### src/inc/t8w_pkg.sv
// Constants, register map and mode classes for the 8-bit waveform timer.
package t8w_pkg;

    // ****************************************************************
    // Counter limits
    // ****************************************************************
    localparam int         CNT_W      = 8;
    localparam logic [7:0] CNT_MAX    = 8'hFF;
    localparam logic [7:0] CNT_BOTTOM = 8'h00;
    localparam logic [7:0] CNT_ONE    = 8'h01;
    localparam logic [7:0] RST_BYTE   = 8'h00;

    // ****************************************************************
    // Waveform mode codes and output action codes
    // ****************************************************************
    localparam logic [2:0] MODE_NORMAL    = 3'h0;
    localparam logic [2:0] MODE_PHASE_MAX = 3'h1;
    localparam logic [2:0] MODE_CTC       = 3'h2;
    localparam logic [2:0] MODE_FAST_MAX  = 3'h3;
    localparam logic [2:0] MODE_PHASE_CMP = 3'h5;
    localparam logic [2:0] MODE_FAST_CMP  = 3'h7;
    localparam int         MODE_HIGH_BIT  = 2;

    localparam logic [1:0] ACT_OFF    = 2'h0;
    localparam logic [1:0] ACT_TOGGLE = 2'h1;
    localparam logic [1:0] ACT_CLEAR  = 2'h2;
    localparam logic [1:0] ACT_SET    = 2'h3;
    localparam int         ACT_PWM_BIT = 1;

    // ****************************************************************
    // Register map
    // ****************************************************************
    localparam int         MIN_ADDR_W = 5;
    localparam logic [4:0] ADDR_CTRL  = 5'h00;
    localparam logic [4:0] ADDR_COUNT = 5'h04;
    localparam logic [4:0] ADDR_CMPA  = 5'h08;
    localparam logic [4:0] ADDR_CMPB  = 5'h0C;
    localparam logic [4:0] ADDR_FLAGS = 5'h10;

    localparam int CTRL_MODE_LSB = 0;
    localparam int CTRL_ACTB_LSB = 4;
    localparam int CTRL_ACTA_LSB = 6;

    localparam int FLAG_OVF  = 0;
    localparam int FLAG_CMPA = 1;
    localparam int FLAG_CMPB = 2;

    typedef enum logic [1:0] {CLS_NORMAL, CLS_CTC, CLS_FAST, CLS_PHASE} t8w_class_e;

endpackage

### src/inc/t8w_cmp_if.sv
// Interface carrying counter events from the timer core to one compare output unit.
`timescale 1ns/1ps
interface t8w_cmp_if;
    logic match;
    logic restart;
    logic dir_up;
    logic pwm;
    logic fast;
    logic cmp_is_top;
    logic toggle_ok;

    modport timer (output match, output restart, output dir_up, output pwm, output fast,
                   output cmp_is_top, output toggle_ok);
    modport unit  (input match, input restart, input dir_up, input pwm, input fast,
                   input cmp_is_top, input toggle_ok);
endinterface

### src/core/t8w_compare.sv
// Compare output unit: drives one waveform output from counter match events.
`timescale 1ns/1ps
module t8w_compare
    import t8w_pkg::*;
(
    input  wire logic       clk,
    input  wire logic       rstn,
    t8w_cmp_if.unit         ev,
    input  wire logic [1:0] action_sel,
    output logic            wave,
    output logic            connected
);

    logic [1:0] act_reg;
    logic       hit;
    logic       toggle_allowed;

    // ****************************************************************
    // Match qualification
    // ****************************************************************
    // In PWM modes a compare value equal to TOP with a PWM action ignores the match.
    assign hit            = ev.match && !(ev.pwm && ev.cmp_is_top && action_sel[ACT_PWM_BIT]);
    assign toggle_allowed = !ev.pwm || ev.toggle_ok;

    // New action bits only become active at the first match after the write.
    always_ff @(posedge clk or negedge rstn) begin
        if (!rstn) begin
            act_reg <= ACT_OFF;
        end else if (hit) begin
            act_reg <= action_sel;
        end
    end

    always_ff @(posedge clk or negedge rstn) begin
        if (!rstn) begin
            connected <= 1'b0;
        end else begin
            connected <= (act_reg != ACT_OFF) && (act_reg != ACT_TOGGLE || toggle_allowed);
        end
    end

    // ****************************************************************
    // Output state
    // ****************************************************************
    always_ff @(posedge clk or negedge rstn) begin
        if (!rstn) begin
            wave <= 1'b0;
        end else if (hit) begin
            unique case (action_sel)
                ACT_TOGGLE: wave <= toggle_allowed ? !wave : wave;
                ACT_CLEAR:  wave <= ev.pwm && !ev.fast && !ev.dir_up;
                ACT_SET:    wave <= !(ev.pwm && !ev.fast && !ev.dir_up);
                default:    wave <= wave;
            endcase
        end else if (ev.restart && act_reg[ACT_PWM_BIT]) begin
            wave <= (act_reg == ACT_CLEAR);
        end
    end

    property p_off_disconnects;
        @(posedge clk) disable iff (!rstn)
        (act_reg == ACT_OFF) |=> !connected;
    endproperty
    a_off_disconnects: assert property (p_off_disconnects) else $error("output connected with action off");

endmodule

### src/core/t8w_timer.sv
// Top of the 8-bit timer: counter sequencing, compare buffers, flags and registers.
//
// Added by the designer: the strobed register port and the address map.
`timescale 1ns/1ps
// Behaviour
// - Mode 0 counts up only, wrapping from 0xFF to zero.
// - Normal mode sets overflow flag as counter becomes zero; counting never clears it.
// - Overflow flag clears when its interrupt is serviced.
// - Counter writes are accepted any time and take effect at once.
// - Mode 2 clears the counter when it matches compare A, which is TOP.
// - Compare A is unbuffered in CLEAR_ON_MATCH_MODE; writing below count delays match past wrap.
// - Compare A flag sets each time the counter reaches TOP in CLEAR_ON_MATCH_MODE.
// - CLEAR_ON_MATCH_MODE with output A mode 1 toggles output A on each match.
// - CLEAR_ON_MATCH_MODE sets overflow flag as the counter passes from 0xFF to zero.
// - Modes 3 and 7 count zero to TOP; TOP is 0xFF or compare A.
// - Fast PWM mode 2 clears on match, sets at zero; mode 3 reversed.
// - Fast PWM counts up to TOP, then clears on the next timer cycle.
// - Fast PWM sets overflow flag each time counter passes from TOP to zero.
// - Output A mode 1 toggles in PWM with high mode bit; not output B.
// - Fast PWM compare zero gives spikes; compare max gives constant output.
// - Fast PWM compare registers are double buffered; period 256 timer cycles in mode 3, compare A plus one in mode 7.
// - Modes 1 and 5 count up to TOP and back down; TOP 0xFF or A.
// - Phase PWM clears on up-match, sets on down-match; inverting reverses both.
// - Phase PWM holds TOP for one timer cycle, then reverses direction.
// - Phase PWM sets overflow flag each time the counter leaves zero and turns back up.
// - Output action 0 leaves the pin to the port, output disconnected.
// - Output action changes take effect at the first match after the write.
module t8w_timer
    import t8w_pkg::*;
#(
    parameter int ADDR_W = 5
) (
    input  wire logic              clk,
    input  wire logic              rstn,
    input  wire logic              timer_tick,
    input  wire logic [ADDR_W-1:0] addr,
    input  wire logic [7:0]        wdata,
    input  wire logic              wr_stb,
    input  wire logic              rd_stb,
    output logic      [7:0]        rdata,
    input  wire logic              ovf_ack,
    input  wire logic              cmpa_ack,
    input  wire logic              cmpb_ack,
    output logic                   overflow_flag,
    output logic                   compare_a_flag,
    output logic                   compare_b_flag,
    output logic                   wave_out_a,
    output logic                   wave_out_b,
    output logic                   wave_a_connected,
    output logic                   wave_b_connected
);

    // ****************************************************************
    // Parameter check
    // ****************************************************************
    if (ADDR_W < MIN_ADDR_W) begin : g_bad_addr_w
        $error("ADDR_W too small for the register map");
    end

    // ****************************************************************
    // Declarations
    // ****************************************************************
    logic [7:0]  ctrl_reg;
    logic [7:0]  count_value_reg;
    logic [7:0]  count_value_next;
    logic        dir_up_reg;
    logic        dir_up_next;
    logic [7:0]  compare_a_value_reg;
    logic [7:0]  compare_b_value_reg;
    logic [7:0]  cmpa_act_reg;
    logic [7:0]  cmpb_act_reg;
    logic [7:0]  cmpa_eff;
    logic [7:0]  cmpb_eff;
    logic [7:0]  top_value;
    logic [2:0]  waveform_mode_sel;
    logic [1:0]  out_a_action_sel;
    logic [1:0]  out_b_action_sel;
    t8w_class_e  mode_class;
    logic        is_pwm;
    logic        at_top;
    logic        at_top_zero;
    logic        cnt_wr;
    logic        flag_wr;
    logic        ovf_set;
    logic        cmpa_set;
    logic        cmpb_set;
    logic [ADDR_W-1:0] a_ctrl;
    logic [ADDR_W-1:0] a_count;
    logic [ADDR_W-1:0] a_cmpa;
    logic [ADDR_W-1:0] a_cmpb;
    logic [ADDR_W-1:0] a_flags;

    t8w_cmp_if if_a ();
    t8w_cmp_if if_b ();

    assign a_ctrl  = ADDR_W'(ADDR_CTRL);
    assign a_count = ADDR_W'(ADDR_COUNT);
    assign a_cmpa  = ADDR_W'(ADDR_CMPA);
    assign a_cmpb  = ADDR_W'(ADDR_CMPB);
    assign a_flags = ADDR_W'(ADDR_FLAGS);

    assign waveform_mode_sel = ctrl_reg[CTRL_MODE_LSB +: 3];
    assign out_a_action_sel  = ctrl_reg[CTRL_ACTA_LSB +: 2];
    assign out_b_action_sel  = ctrl_reg[CTRL_ACTB_LSB +: 2];

    assign cnt_wr  = wr_stb && (addr == a_count);
    assign flag_wr = wr_stb && (addr == a_flags);

    // ****************************************************************
    // Mode decode and TOP selection
    // ****************************************************************
    // Reserved codes 4 and 6 run as a plain up-counter so the block never locks up.
    always_comb begin
        unique case (waveform_mode_sel)
            MODE_CTC:                       mode_class = CLS_CTC;
            MODE_FAST_MAX, MODE_FAST_CMP:   mode_class = CLS_FAST;
            MODE_PHASE_MAX, MODE_PHASE_CMP: mode_class = CLS_PHASE;
            default:                        mode_class = CLS_NORMAL;
        endcase
    end

    assign is_pwm = (mode_class == CLS_FAST) || (mode_class == CLS_PHASE);

    // PWM modes match against the active copies; other modes see writes at once.
    assign cmpa_eff = is_pwm ? cmpa_act_reg : compare_a_value_reg;
    assign cmpb_eff = is_pwm ? cmpb_act_reg : compare_b_value_reg;

    always_comb begin
        unique case (mode_class)
            CLS_CTC:             top_value = compare_a_value_reg;
            CLS_FAST, CLS_PHASE: top_value = waveform_mode_sel[MODE_HIGH_BIT] ? cmpa_act_reg : CNT_MAX;
            default:             top_value = CNT_MAX;
        endcase
    end

    assign at_top      = (count_value_reg == top_value);
    assign at_top_zero = (top_value == CNT_BOTTOM);

    // ****************************************************************
    // Counter sequencing
    // ****************************************************************
    always_comb begin
        count_value_next = count_value_reg;
        dir_up_next      = dir_up_reg;
        unique case (mode_class)
            CLS_CTC: begin
                // A lowered TOP below the count is missed until the counter wraps.
                count_value_next = (count_value_reg == compare_a_value_reg) ? CNT_BOTTOM
                                                                            : count_value_reg + CNT_ONE;
                dir_up_next = 1'b1;
            end
            CLS_FAST: begin
                count_value_next = at_top ? CNT_BOTTOM : count_value_reg + CNT_ONE;
                dir_up_next = 1'b1;
            end
            CLS_PHASE: begin
                if (dir_up_reg) begin
                    if (count_value_reg >= top_value) begin
                        count_value_next = (count_value_reg == CNT_BOTTOM) ? CNT_BOTTOM
                                                                           : count_value_reg - CNT_ONE;
                        dir_up_next = 1'b0;
                    end else begin
                        count_value_next = count_value_reg + CNT_ONE;
                    end
                end else if (count_value_reg == CNT_BOTTOM) begin
                    count_value_next = CNT_ONE;
                    dir_up_next      = 1'b1;
                end else begin
                    count_value_next = count_value_reg - CNT_ONE;
                end
            end
            default: begin
                count_value_next = count_value_reg + CNT_ONE;
                dir_up_next      = 1'b1;
            end
        endcase
    end

    // A software write beats a coincident timer tick.
    always_ff @(posedge clk or negedge rstn) begin
        if (!rstn) begin
            count_value_reg <= RST_BYTE;
            dir_up_reg      <= 1'b1;
        end else if (cnt_wr) begin
            count_value_reg <= wdata;
        end else if (timer_tick) begin
            count_value_reg <= count_value_next;
            dir_up_reg      <= dir_up_next;
        end
    end

    // ****************************************************************
    // Register writes and compare buffers
    // ****************************************************************
    always_ff @(posedge clk or negedge rstn) begin
        if (!rstn) begin
            ctrl_reg            <= RST_BYTE;
            compare_a_value_reg <= RST_BYTE;
            compare_b_value_reg <= RST_BYTE;
        end else if (wr_stb) begin
            if (addr == a_ctrl) begin
                ctrl_reg <= wdata;
            end
            if (addr == a_cmpa) begin
                compare_a_value_reg <= wdata;
            end
            if (addr == a_cmpb) begin
                compare_b_value_reg <= wdata;
            end
        end
    end

    // The active copies reload at TOP so a PWM period never sees a half-updated duty.
    always_ff @(posedge clk or negedge rstn) begin
        if (!rstn) begin
            cmpa_act_reg <= RST_BYTE;
            cmpb_act_reg <= RST_BYTE;
        end else if (!is_pwm || (timer_tick && at_top)) begin
            cmpa_act_reg <= compare_a_value_reg;
            cmpb_act_reg <= compare_b_value_reg;
        end
    end

    // ****************************************************************
    // Flags
    // ****************************************************************
    always_comb begin
        unique case (mode_class)
            CLS_FAST:  ovf_set = timer_tick && at_top;
            CLS_PHASE: ovf_set = timer_tick && !dir_up_reg && (count_value_reg == CNT_BOTTOM);
            default:   ovf_set = timer_tick && (count_value_reg == CNT_MAX);
        endcase
    end

    assign cmpa_set = timer_tick && (count_value_reg == cmpa_eff);
    assign cmpb_set = timer_tick && (count_value_reg == cmpb_eff);

    // Hardware set wins over acknowledge or write-one-to-clear in the same cycle.
    always_ff @(posedge clk or negedge rstn) begin
        if (!rstn) begin
            overflow_flag  <= 1'b0;
            compare_a_flag <= 1'b0;
            compare_b_flag <= 1'b0;
        end else begin
            if (ovf_set) begin
                overflow_flag <= 1'b1;
            end else if (ovf_ack || (flag_wr && wdata[FLAG_OVF])) begin
                overflow_flag <= 1'b0;
            end
            if (cmpa_set) begin
                compare_a_flag <= 1'b1;
            end else if (cmpa_ack || (flag_wr && wdata[FLAG_CMPA])) begin
                compare_a_flag <= 1'b0;
            end
            if (cmpb_set) begin
                compare_b_flag <= 1'b1;
            end else if (cmpb_ack || (flag_wr && wdata[FLAG_CMPB])) begin
                compare_b_flag <= 1'b0;
            end
        end
    end

    // ****************************************************************
    // Register reads
    // ****************************************************************
    always_ff @(posedge clk or negedge rstn) begin
        if (!rstn) begin
            rdata <= RST_BYTE;
        end else if (rd_stb) begin
            if (addr == a_ctrl) begin
                rdata <= ctrl_reg;
            end else if (addr == a_count) begin
                rdata <= count_value_reg;
            end else if (addr == a_cmpa) begin
                rdata <= compare_a_value_reg;
            end else if (addr == a_cmpb) begin
                rdata <= compare_b_value_reg;
            end else if (addr == a_flags) begin
                rdata <= {5'h00, compare_b_flag, compare_a_flag, overflow_flag};
            end else begin
                rdata <= RST_BYTE;
            end
        end else begin
            rdata <= RST_BYTE;
        end
    end

    // ****************************************************************
    // Compare output units
    // ****************************************************************
    assign if_a.match      = cmpa_set;
    assign if_a.restart    = timer_tick && (mode_class == CLS_FAST) && at_top;
    assign if_a.dir_up     = dir_up_reg;
    assign if_a.pwm        = is_pwm;
    assign if_a.fast       = (mode_class == CLS_FAST);
    assign if_a.cmp_is_top = (cmpa_eff == top_value);
    assign if_a.toggle_ok  = waveform_mode_sel[MODE_HIGH_BIT];

    assign if_b.match      = cmpb_set;
    assign if_b.restart    = timer_tick && (mode_class == CLS_FAST) && at_top;
    assign if_b.dir_up     = dir_up_reg;
    assign if_b.pwm        = is_pwm;
    assign if_b.fast       = (mode_class == CLS_FAST);
    assign if_b.cmp_is_top = (cmpb_eff == top_value);
    assign if_b.toggle_ok  = 1'b0;

    t8w_compare u_cmp_a (
        .clk        (clk),
        .rstn       (rstn),
        .ev         (if_a),
        .action_sel (out_a_action_sel),
        .wave       (wave_out_a),
        .connected  (wave_a_connected)
    );

    t8w_compare u_cmp_b (
        .clk        (clk),
        .rstn       (rstn),
        .ev         (if_b),
        .action_sel (out_b_action_sel),
        .wave       (wave_out_b),
        .connected  (wave_b_connected)
    );

    // ****************************************************************
    // Assertions
    // ****************************************************************
    property p_normal_wrap;
        @(posedge clk) disable iff (!rstn)
        (timer_tick && !cnt_wr && waveform_mode_sel == MODE_NORMAL && count_value_reg == CNT_MAX)
            |=> (count_value_reg == CNT_BOTTOM) && overflow_flag;
    endproperty
    a_normal_wrap: assert property (p_normal_wrap) else $error("normal mode wrap or overflow wrong");

    property p_normal_ovf_only_at_wrap;
        @(posedge clk) disable iff (!rstn)
        ($rose(overflow_flag) && $past(mode_class) == CLS_NORMAL) |-> $past(count_value_reg) == CNT_MAX;
    endproperty
    a_normal_ovf_only_at_wrap: assert property (p_normal_ovf_only_at_wrap) else $error("overflow set off wrap");

    property p_ack_clears;
        @(posedge clk) disable iff (!rstn)
        (ovf_ack && !ovf_set) |=> !overflow_flag;
    endproperty
    a_ack_clears: assert property (p_ack_clears) else $error("overflow not cleared by service");

    property p_count_write;
        @(posedge clk) disable iff (!rstn)
        cnt_wr |=> count_value_reg == $past(wdata);
    endproperty
    a_count_write: assert property (p_count_write) else $error("counter write lost");

    property p_ctc_clear;
        @(posedge clk) disable iff (!rstn)
        (timer_tick && !cnt_wr && mode_class == CLS_CTC && count_value_reg == compare_a_value_reg)
            |=> (count_value_reg == CNT_BOTTOM) && compare_a_flag;
    endproperty
    a_ctc_clear: assert property (p_ctc_clear) else $error("CLEAR_ON_MATCH_MODE did not clear at compare A");

    property p_fast_restart;
        @(posedge clk) disable iff (!rstn)
        (timer_tick && !cnt_wr && mode_class == CLS_FAST && at_top)
            |=> (count_value_reg == CNT_BOTTOM) && overflow_flag;
    endproperty
    a_fast_restart: assert property (p_fast_restart) else $error("fast PWM restart or overflow wrong");

    property p_phase_reverse;
        @(posedge clk) disable iff (!rstn)
        (timer_tick && !cnt_wr && mode_class == CLS_PHASE && dir_up_reg && at_top && !at_top_zero)
            |=> !dir_up_reg && (count_value_reg == $past(count_value_reg) - CNT_ONE);
    endproperty
    a_phase_reverse: assert property (p_phase_reverse) else $error("phase PWM did not reverse at TOP");

    property p_phase_ovf;
        @(posedge clk) disable iff (!rstn)
        (timer_tick && mode_class == CLS_PHASE && !dir_up_reg && count_value_reg == CNT_BOTTOM)
            |=> overflow_flag;
    endproperty
    a_phase_ovf: assert property (p_phase_ovf) else $error("phase PWM overflow missing at bottom");

    property p_hold_without_tick;
        @(posedge clk) disable iff (!rstn)
        (!timer_tick && !cnt_wr) |=> $stable(count_value_reg);
    endproperty
    a_hold_without_tick: assert property (p_hold_without_tick) else $error("counter moved without tick");

endmodule

### config.mk
export PLATFORM = sky130hd
export DESIGN_NAME = t8w_timer
export DESIGN_NICKNAME = d
export VERILOG_FILES = /design/src/inc/t8w_pkg.sv /design/src/inc/t8w_cmp_if.sv /design/src/core/t8w_compare.sv /design/src/core/t8w_timer.sv
export SDC_FILE = /design/constraint.sdc
export NUM_CORES = 1
export LEC_CHECK = 0
export ABC_AREA = 0
export BUFFER_PORTS_ARGS = -buffer_cell sky130_fd_sc_hd__buf_2
export CORE_MARGIN = 2
export CORE_UTILIZATION = 60
export DETAILED_ROUTE_END_ITERATION = 8
export PLACE_DENSITY = 0.81
export SYNTH_ARGS = -nofsm -noshare
export SYNTH_HDL_FRONTEND = slang
export SYNTH_HIERARCHICAL = 1
export SYNTH_SLANG_ARGS = --single-unit
### constraint.sdc
create_clock -name clk -period 3.9 [get_ports clk]
set_input_delay 0.78 -clock clk [delete_from_list [all_inputs] [get_ports clk]]
set_output_delay 0.78 -clock clk [all_outputs]
set_load 0.05 [all_outputs]
==> results.yml, run 1 <==
outcome:
  status: "completed"
global_routing:
  grt-ovfl-total: 0
  grt_pass1_wl_um: 20800
  grt_pass1_vias: 3876
  grt_start_max_net_pins: 31
  grt_use_total: 0.324
  antenna_found_initial: 0
pwr:
  swShare: 0.408
  p_switching_mw: 1.30
  pwr-share-clk: 0.228
  p_total_mw: 3.17
  intPower_mw: 1.88
  leakage_nw: 2.29
  seq_power_share: 0.363
  power.density_nw_per_um2: 623
  pwr-share-comb: 0.409
  ir_drop_v: 0.000348
route:
  dr.pass1.iters: 5
  vias: 3962
  antenna_left: 0
  wl_um: 13000
  vias_per_cell: 6.54
  drc_errors: 0
  wl_per_cell_um: 21.4
  drtIter0Drc: 305
synth:
  synthDistinctLibCells: 68
  synth-seq-area-share: 0.372
  syn_avg_cell_area_um2: 9.82
  synthAdderAreaFrac: 0.0301
  ys_ff_latch: 68
  synth-simple-area-share: 0.165
  async_reset_ff_frac: 1.00
  synthMuxAreaShare: 0.162
  synth_flop_cell: "dfrtp_1"
  synthXorXnorAreaFrac: 0.0632
  synth-warning-count: 6
  synth_top_family_by_area: "compound AO/OA/AOI/OAI gates"
  syn_inst: 466
  synth_area_um2: 4580
  synth_compound_gate_area_share: 0.169
  syn_nets: 498
  synth_edf_count: 0
timing:
  fin_hold_ws_ns: 0.295
  fin_crit_ns: 3.46
  rsz0062_at_grt: "false"
  setup_tns_ns: 0
  post-route-period-util: 0.887
  tightestPinTransition_ns: 0.789
  max_slew_margin: 0.470
  fin_skew_ns: 0.0131
  setup_viol: 0
  maxSlewViolCount: 0
  max_freq_mhz: 289
  hold_viol: 0
  fin_ws_ns: 0.441
final_layout:
  drive_above_1_share: 0.250
  syn_to_final_growth_pct: 11.4
  fin_cells: 606
  diodes: 0
  layout_commonest_cell: "dfrtp_1"
  post-route-util: 0.695
  layout_common_cells: "67 x dfrtp_1, 49 x mux2_2, 43 x nand2_1"
  final_area_um2: 5100
  nNetsFinal: 534
  fill_cells: 543
clock_network:
  clock_path_buffers: 2
  post_cts_buffers: 0
  ctsResizeCount: 0
  cts-root-buf: "clkbuf_8"
  cts_tree: "yes"
  cts_buffers: 9
  clock_sinks: 68
  cts_hold_buf: 0
  clk_latency_ns: 0.36
  htreeDepth: 3
  clk_pin_slew_ns: 0.08
worst_setup_path:
  path_cells: "nand2b_1 -> o32ai_1 -> ha_1 -> nand4_1 -> nor3_1 -> a2bb2oi_1 -> a21oi_1 -> nand2b_1 -> a21oi_1 -> o32ai_2"
  worst-setup-path-type: "reg2reg"
  end_kind: "flip-flop"
  crit_arrival_ns: 3.72
  crit_slowest_cell: "a21oi_1"
  critical_path_peak_fanout: 10
  slowest_delay_ns: 0.63
  critPathRequiredTime_ns: 4.16
  startpoint_type: "flip-flop"
placed_design:
  post_dp_cell_area_um2: 4860
  dp_worst_setup_slack_ns: 0.607
  dp_cells: 590
  hpwl_um: 9510
  io_buffers: 35
  place_congestion: 0.988
die:
  start_util: 0.624
  core_area_um2: 7330
  ioPinCount: 36
  std_cell_rows: 31
  dieArea_um2: 8340
  fp.dieW_um: 91.3
  fp.dieH_um: 91.3
run:
  cap_violations: 0
hold_path:
  hold_class: "in2async"
-- power groups by stage --
stage          clock network (mW)  registers (mW)  logic (mW)
2_1_floorplan                   0            1.09       0.972
3_3_place_gp                    0            1.14        1.24
3_5_place_dp                    0            1.15        1.27
4_1_cts                     0.722            1.14        1.28
5_1_grt                     0.756            1.17        1.41
6_report                    0.723            1.15        1.30
-- path summary, 6_finish.rpt --
check	startpoint	to	slack, ns	depth (start not counted)
max	ctrl_reg[2]	count_value_reg[5]	0.44	10
max reg2reg	ctrl_reg[2]	count_value_reg[5]	0.44	10
min in group clk	u_cmp_a/act_reg[0]	u_cmp_a/connected	0.51	1
max in group asynchronous	rstn	cmpb_act_reg[5]	2.91	2
min	rstn	count_value_reg[0]	0.29	1
min reg2reg	u_cmp_a/act_reg[0]	u_cmp_a/connected	0.51	1
-- critical path, delay by kind of cell (launching register included) --
| family | cells | cell delay [ns] |
|---|---|---|
| AOI/OAI and AO/OA | 5 | 1.75 |
| adders and majority gates | 1 | 0.37 |
| DFF | 1 | 0.42 |
| and+or+nand+nor | 4 | 0.83 |
-- cell usage after synthesis, drive strengths merged (2+ instances only) --
| cell | n | area, um2 |
|---|---|---|
| a31oi | 3 | 18.8 |
| dfrtp | 67 | 1680 |
| o21a | 2 | 22.5 |
| a21boi | 4 | 30.0 |
| o41a | 2 | 22.5 |
| xnor2 | 21 | 184 |
| nand4 | 7 | 43.8 |
| mux2 | 49 | 552 |
| a22oi | 8 | 60.1 |
| nor2b | 8 | 50.1 |
| nor3b | 5 | 52.6 |
| ha | 11 | 138 |
| o32ai | 8 | 77.6 |
| xor2 | 12 | 105 |
| mux2i | 19 | 190 |
| and3 | 9 | 56.3 |
| and3b | 3 | 26.3 |
| a21oi | 25 | 125 |
| nor3 | 8 | 45.0 |
| a2bb2oi | 2 | 17.5 |
| nand3 | 12 | 65.1 |
| and2 | 2 | 12.5 |
| nor4 | 7 | 65.1 |
| inv | 13 | 48.8 |
| nand2b | 11 | 76.3 |
| o22ai | 3 | 18.8 |
| nor2 | 20 | 75.1 |
| a31o | 3 | 26.3 |
| a211o | 2 | 17.5 |
| a221o | 2 | 20.0 |
| nand2 | 43 | 161 |
| a21o | 4 | 30.0 |
| clkbuf | 11 | 41.3 |
| buf | 13 | 81.3 |
| o21ai | 27 | 135 |
-- layer usage --
layer  vias up  global-route usage  routed length (um)
li1       1786                   -                   -
met1      1933               0.444                5510
met2       202               0.501                6020
met3        41              0.0531                 966
met4         0               0.158                 497
met5         -                   0                   0
-- cells by family (layout without fill, tap and decap cells) --
family,after synthesis,after routing
other cells,1,1
fa+ha+maj,11,11
simple gates,138,138
compound gates,110,110
mux,68,68
xor+xnor,33,33
flops,68,68
buf+inv,37,78
-- final cells by class --
type | count | area (um2) | share of cell area
clock buffer | 10 | 128 | 0.0250
tap | 99 | 124 | 0.0243
inverter | 13 | 48.8 | 0.00957
sequential | 68 | 1700 | 0.334
timing repair buffer | 49 | 280 | 0.0550
multi-input combinational | 361 | 2700 | 0.530
clock inverter | 6 | 113 | 0.0221
(Power assumes the default switching activity.)
==> run 2: changes to the inputs <==
ABC_AREA = 1   (was 0)
==> run 2 against run 1 <==
Effect of this change: synthesized cell count is 30% higher; register-to-register slack better by 0.71 ns; combinational power down 8%; sequential cell count did not move; fmax rose by 26%; setup slack gained 0.71 ns; total power down 9.3%; critical path depth is 3 higher; critical endpoint is now cmpa_act_reg[6].
==> results.yml, run 2 <==
pwr:
  pwr-share-clk: 0.208
  p_switching_mw: 1.30
  power.density_nw_per_um2: 577
  ir_drop_v: 0.000335
  seq_power_share: 0.380
  intPower_mw: 1.58
  leakage_nw: 2.53
  pwr-share-comb: 0.412
  swShare: 0.450
run:
  cap_violations: 0
synth:
  synthTopCellsByCount: "151 x nand2_1, 70 x inv_1, 67 x dfrtp_1, 37 x nor2_1"
  synthTopCellsByArea: "dfrtp_1 36%, nand2_1 12%, inv_1 5.7%, xor2_1 4.2%, a21oi_1 3.6%"
  synthDistinctLibCells: 45
  synth_top_family_by_area: "simple AND/OR/NAND/NOR gates"
  async_reset_ff_frac: 1.00
  synthAdderAreaFrac: 0.0299
  syn_avg_cell_area_um2: 7.58
  synth.most_common_cell: "nand2_1"
  netlist.top_cell.by_area: "dfrtp_1"
  synth_flop_cell: "dfrtp_1"
  synth_area_um2: 4600
  synth_compound_gate_area_share: 0.163
  syn_inst: 607
  synth-seq-area-share: 0.370
  synth_top_area_frac: 0.364
  synth_edf_count: 0
  syn_nets: 639
  synthXorXnorAreaFrac: 0.0685
  synth-warning-count: 6
  synthMuxAreaShare: 0.00245
  synth-simple-area-share: 0.268
  ys_ff_latch: 68
global_routing:
  grt_start_max_net_pins: 69
  grt_pass1_wl_um: 20500
  grt_use_total: 0.315
  grt_pass1_vias: 4074
  antenna_found_initial: 0
  grt-ovfl-total: 0
final_layout:
  final_area_um2: 4990
  layout_common_cells: "151 x nand2_1, 70 x inv_1, 67 x dfrtp_1"
  drive_above_1_share: 0.184
  diodes: 0
  layout_commonest_cell: "nand2_1"
  post-route-util: 0.681
  syn_to_final_growth_pct: 8.51
  nNetsFinal: 670
worst_setup_path:
  worstSetupEndpoint: "cmpa_act_reg[6]"
  end_kind: "flip-flop"
  critPathRequiredTime_ns: 4.18
  critical_path_peak_fanout: 36
  crit_arrival_ns: 3.03
  r2r_cells: 13
  r2r_setup_slack_ns: 1.15
  worst-setup-path-type: "reg2reg"
  startpoint: "ctrl_reg[0]"
  rr_endpoint: "cmpa_act_reg[6]"
  startpoint_type: "flip-flop"
  regToRegStartpoint: "ctrl_reg[0]"
route:
  wl_per_cell_um: 17.0
  drc_errors: 0
  drtIter0Drc: 379
  vias: 4353
  dr.pass1.iters: 6
  wl_um: 12600
  antenna_left: 0
  vias_per_cell: 5.87
clock_network:
  clk_pin_slew_ns: 0.08
  clock_sinks: 68
  ctsResizeCount: 0
  htreeDepth: 3
  cts_buffers: 9
  cts_tree: "yes"
  clk_latency_ns: 0.36
  post_cts_buffers: 0
  cts-root-buf: "clkbuf_8"
  clock_path_buffers: 2
  cts_hold_buf: 0
hold_path:
  hold_class: "reg2reg"
  min_delay_path_depth: 2
timing:
  max_freq_mhz: 364
  hold_viol: 0
  max_slew_margin: 0.406
  setup_tns_ns: 0
  fin_skew_ns: 0.00992
  post-route-period-util: 0.705
  fin_crit_ns: 2.75
  setup_viol: 0
  maxSlewViolCount: 0
  rsz0062_at_grt: "false"
  tightestPinTransition_ns: 0.891
outcome:
  status: "completed"
placed_design:
  place_congestion: 1.01
  hpwl_um: 9380
  post_dp_cell_area_um2: 4800
  io_buffers: 35
die:
  ioPinCount: 36
  fp.dieH_um: 91.6
  dieArea_um2: 8380
  fp.dieW_um: 91.6
  std_cell_rows: 31
  core_area_um2: 7330
  start_util: 0.628
run 2: power by group through the flow:
stage	clock, mW	combinational [mW]	sequential, mW
after global placement	0	1.13	1.09
after global routing	0.623	1.33	1.11
after floorplan	0	0.942	1.03
final	0.598	1.19	1.10
after detailed placement	0	1.16	1.10
after CTS	0.595	1.17	1.09
run 2: final cells by class:
type                       count  area, um2
sequential                    68       1700
timing repair buffer          38        198
tap                           99        124
multi-input combinational    435       2450
fill                         609       2340
clock inverter                 6       63.8
clock buffer                  10        128
inverter                      86        323
run 2: through the flow:
step	power, mW	setup slack [ns]	hold WS, ns	std cells
floorplan	1.97	1.73	0.450	607
global placement	2.22	1.37	0.465	726
detailed placement	2.26	1.23	0.480	726
CTS	2.85	1.22	0.500	742
global route	3.06	0.917	0.533	742
finish	2.88	1.15	0.492	742
run 2: kinds of logic (layout without fill, tap and decap cells):
kind of cell | Yosys count | count (layout)
simple gates | 258 | 258
compound gates | 128 | 128
buf+inv | 104 | 140
flops | 68 | 68
xor+xnor | 36 | 36
fa+ha+maj | 11 | 11
other cells | 1 | 1
mux | 1 | 1
run 2: worst min-delay path by stage:
| stage | startpoint | endpoint | slack (ns) |
|---|---|---|---|
| floorplan | ctrl_reg[3] | ctrl_reg[3] | 0.45 |
| global placement | ctrl_reg[3] | ctrl_reg[3] | 0.46 |
| detailed placement | u_cmp_b/act_reg[0] | u_cmp_b/act_reg[0] | 0.48 |
| CTS | u_cmp_b/act_reg[0] | u_cmp_b/act_reg[0] | 0.50 |
| global route | ctrl_reg[3] | ctrl_reg[3] | 0.53 |
| finish | u_cmp_b/act_reg[0] | u_cmp_b/act_reg[0] | 0.49 |
run 2: worst max-delay path, stage by stage, from the launching register on:
cell and delay, ns:
dfrtp_1 0.36, buf_4 0.35, or2_1 0.19, o21ai_1 0.07
nand2_1 0.13, inv_1 0.07, ha_1 0.31, nand2_1 0.08
nor2_1 0.18, nand3_1 0.13, nand2_1 0.32, buf_4 0.30
nor2_1 0.06, a21oi_1 0.12
run 2: metal layers:
layer  GRT usage  share of wire
met1       0.424           0.42
met5           0              0
met4       0.111          0.024
met3      0.0689          0.085
met2       0.500           0.47
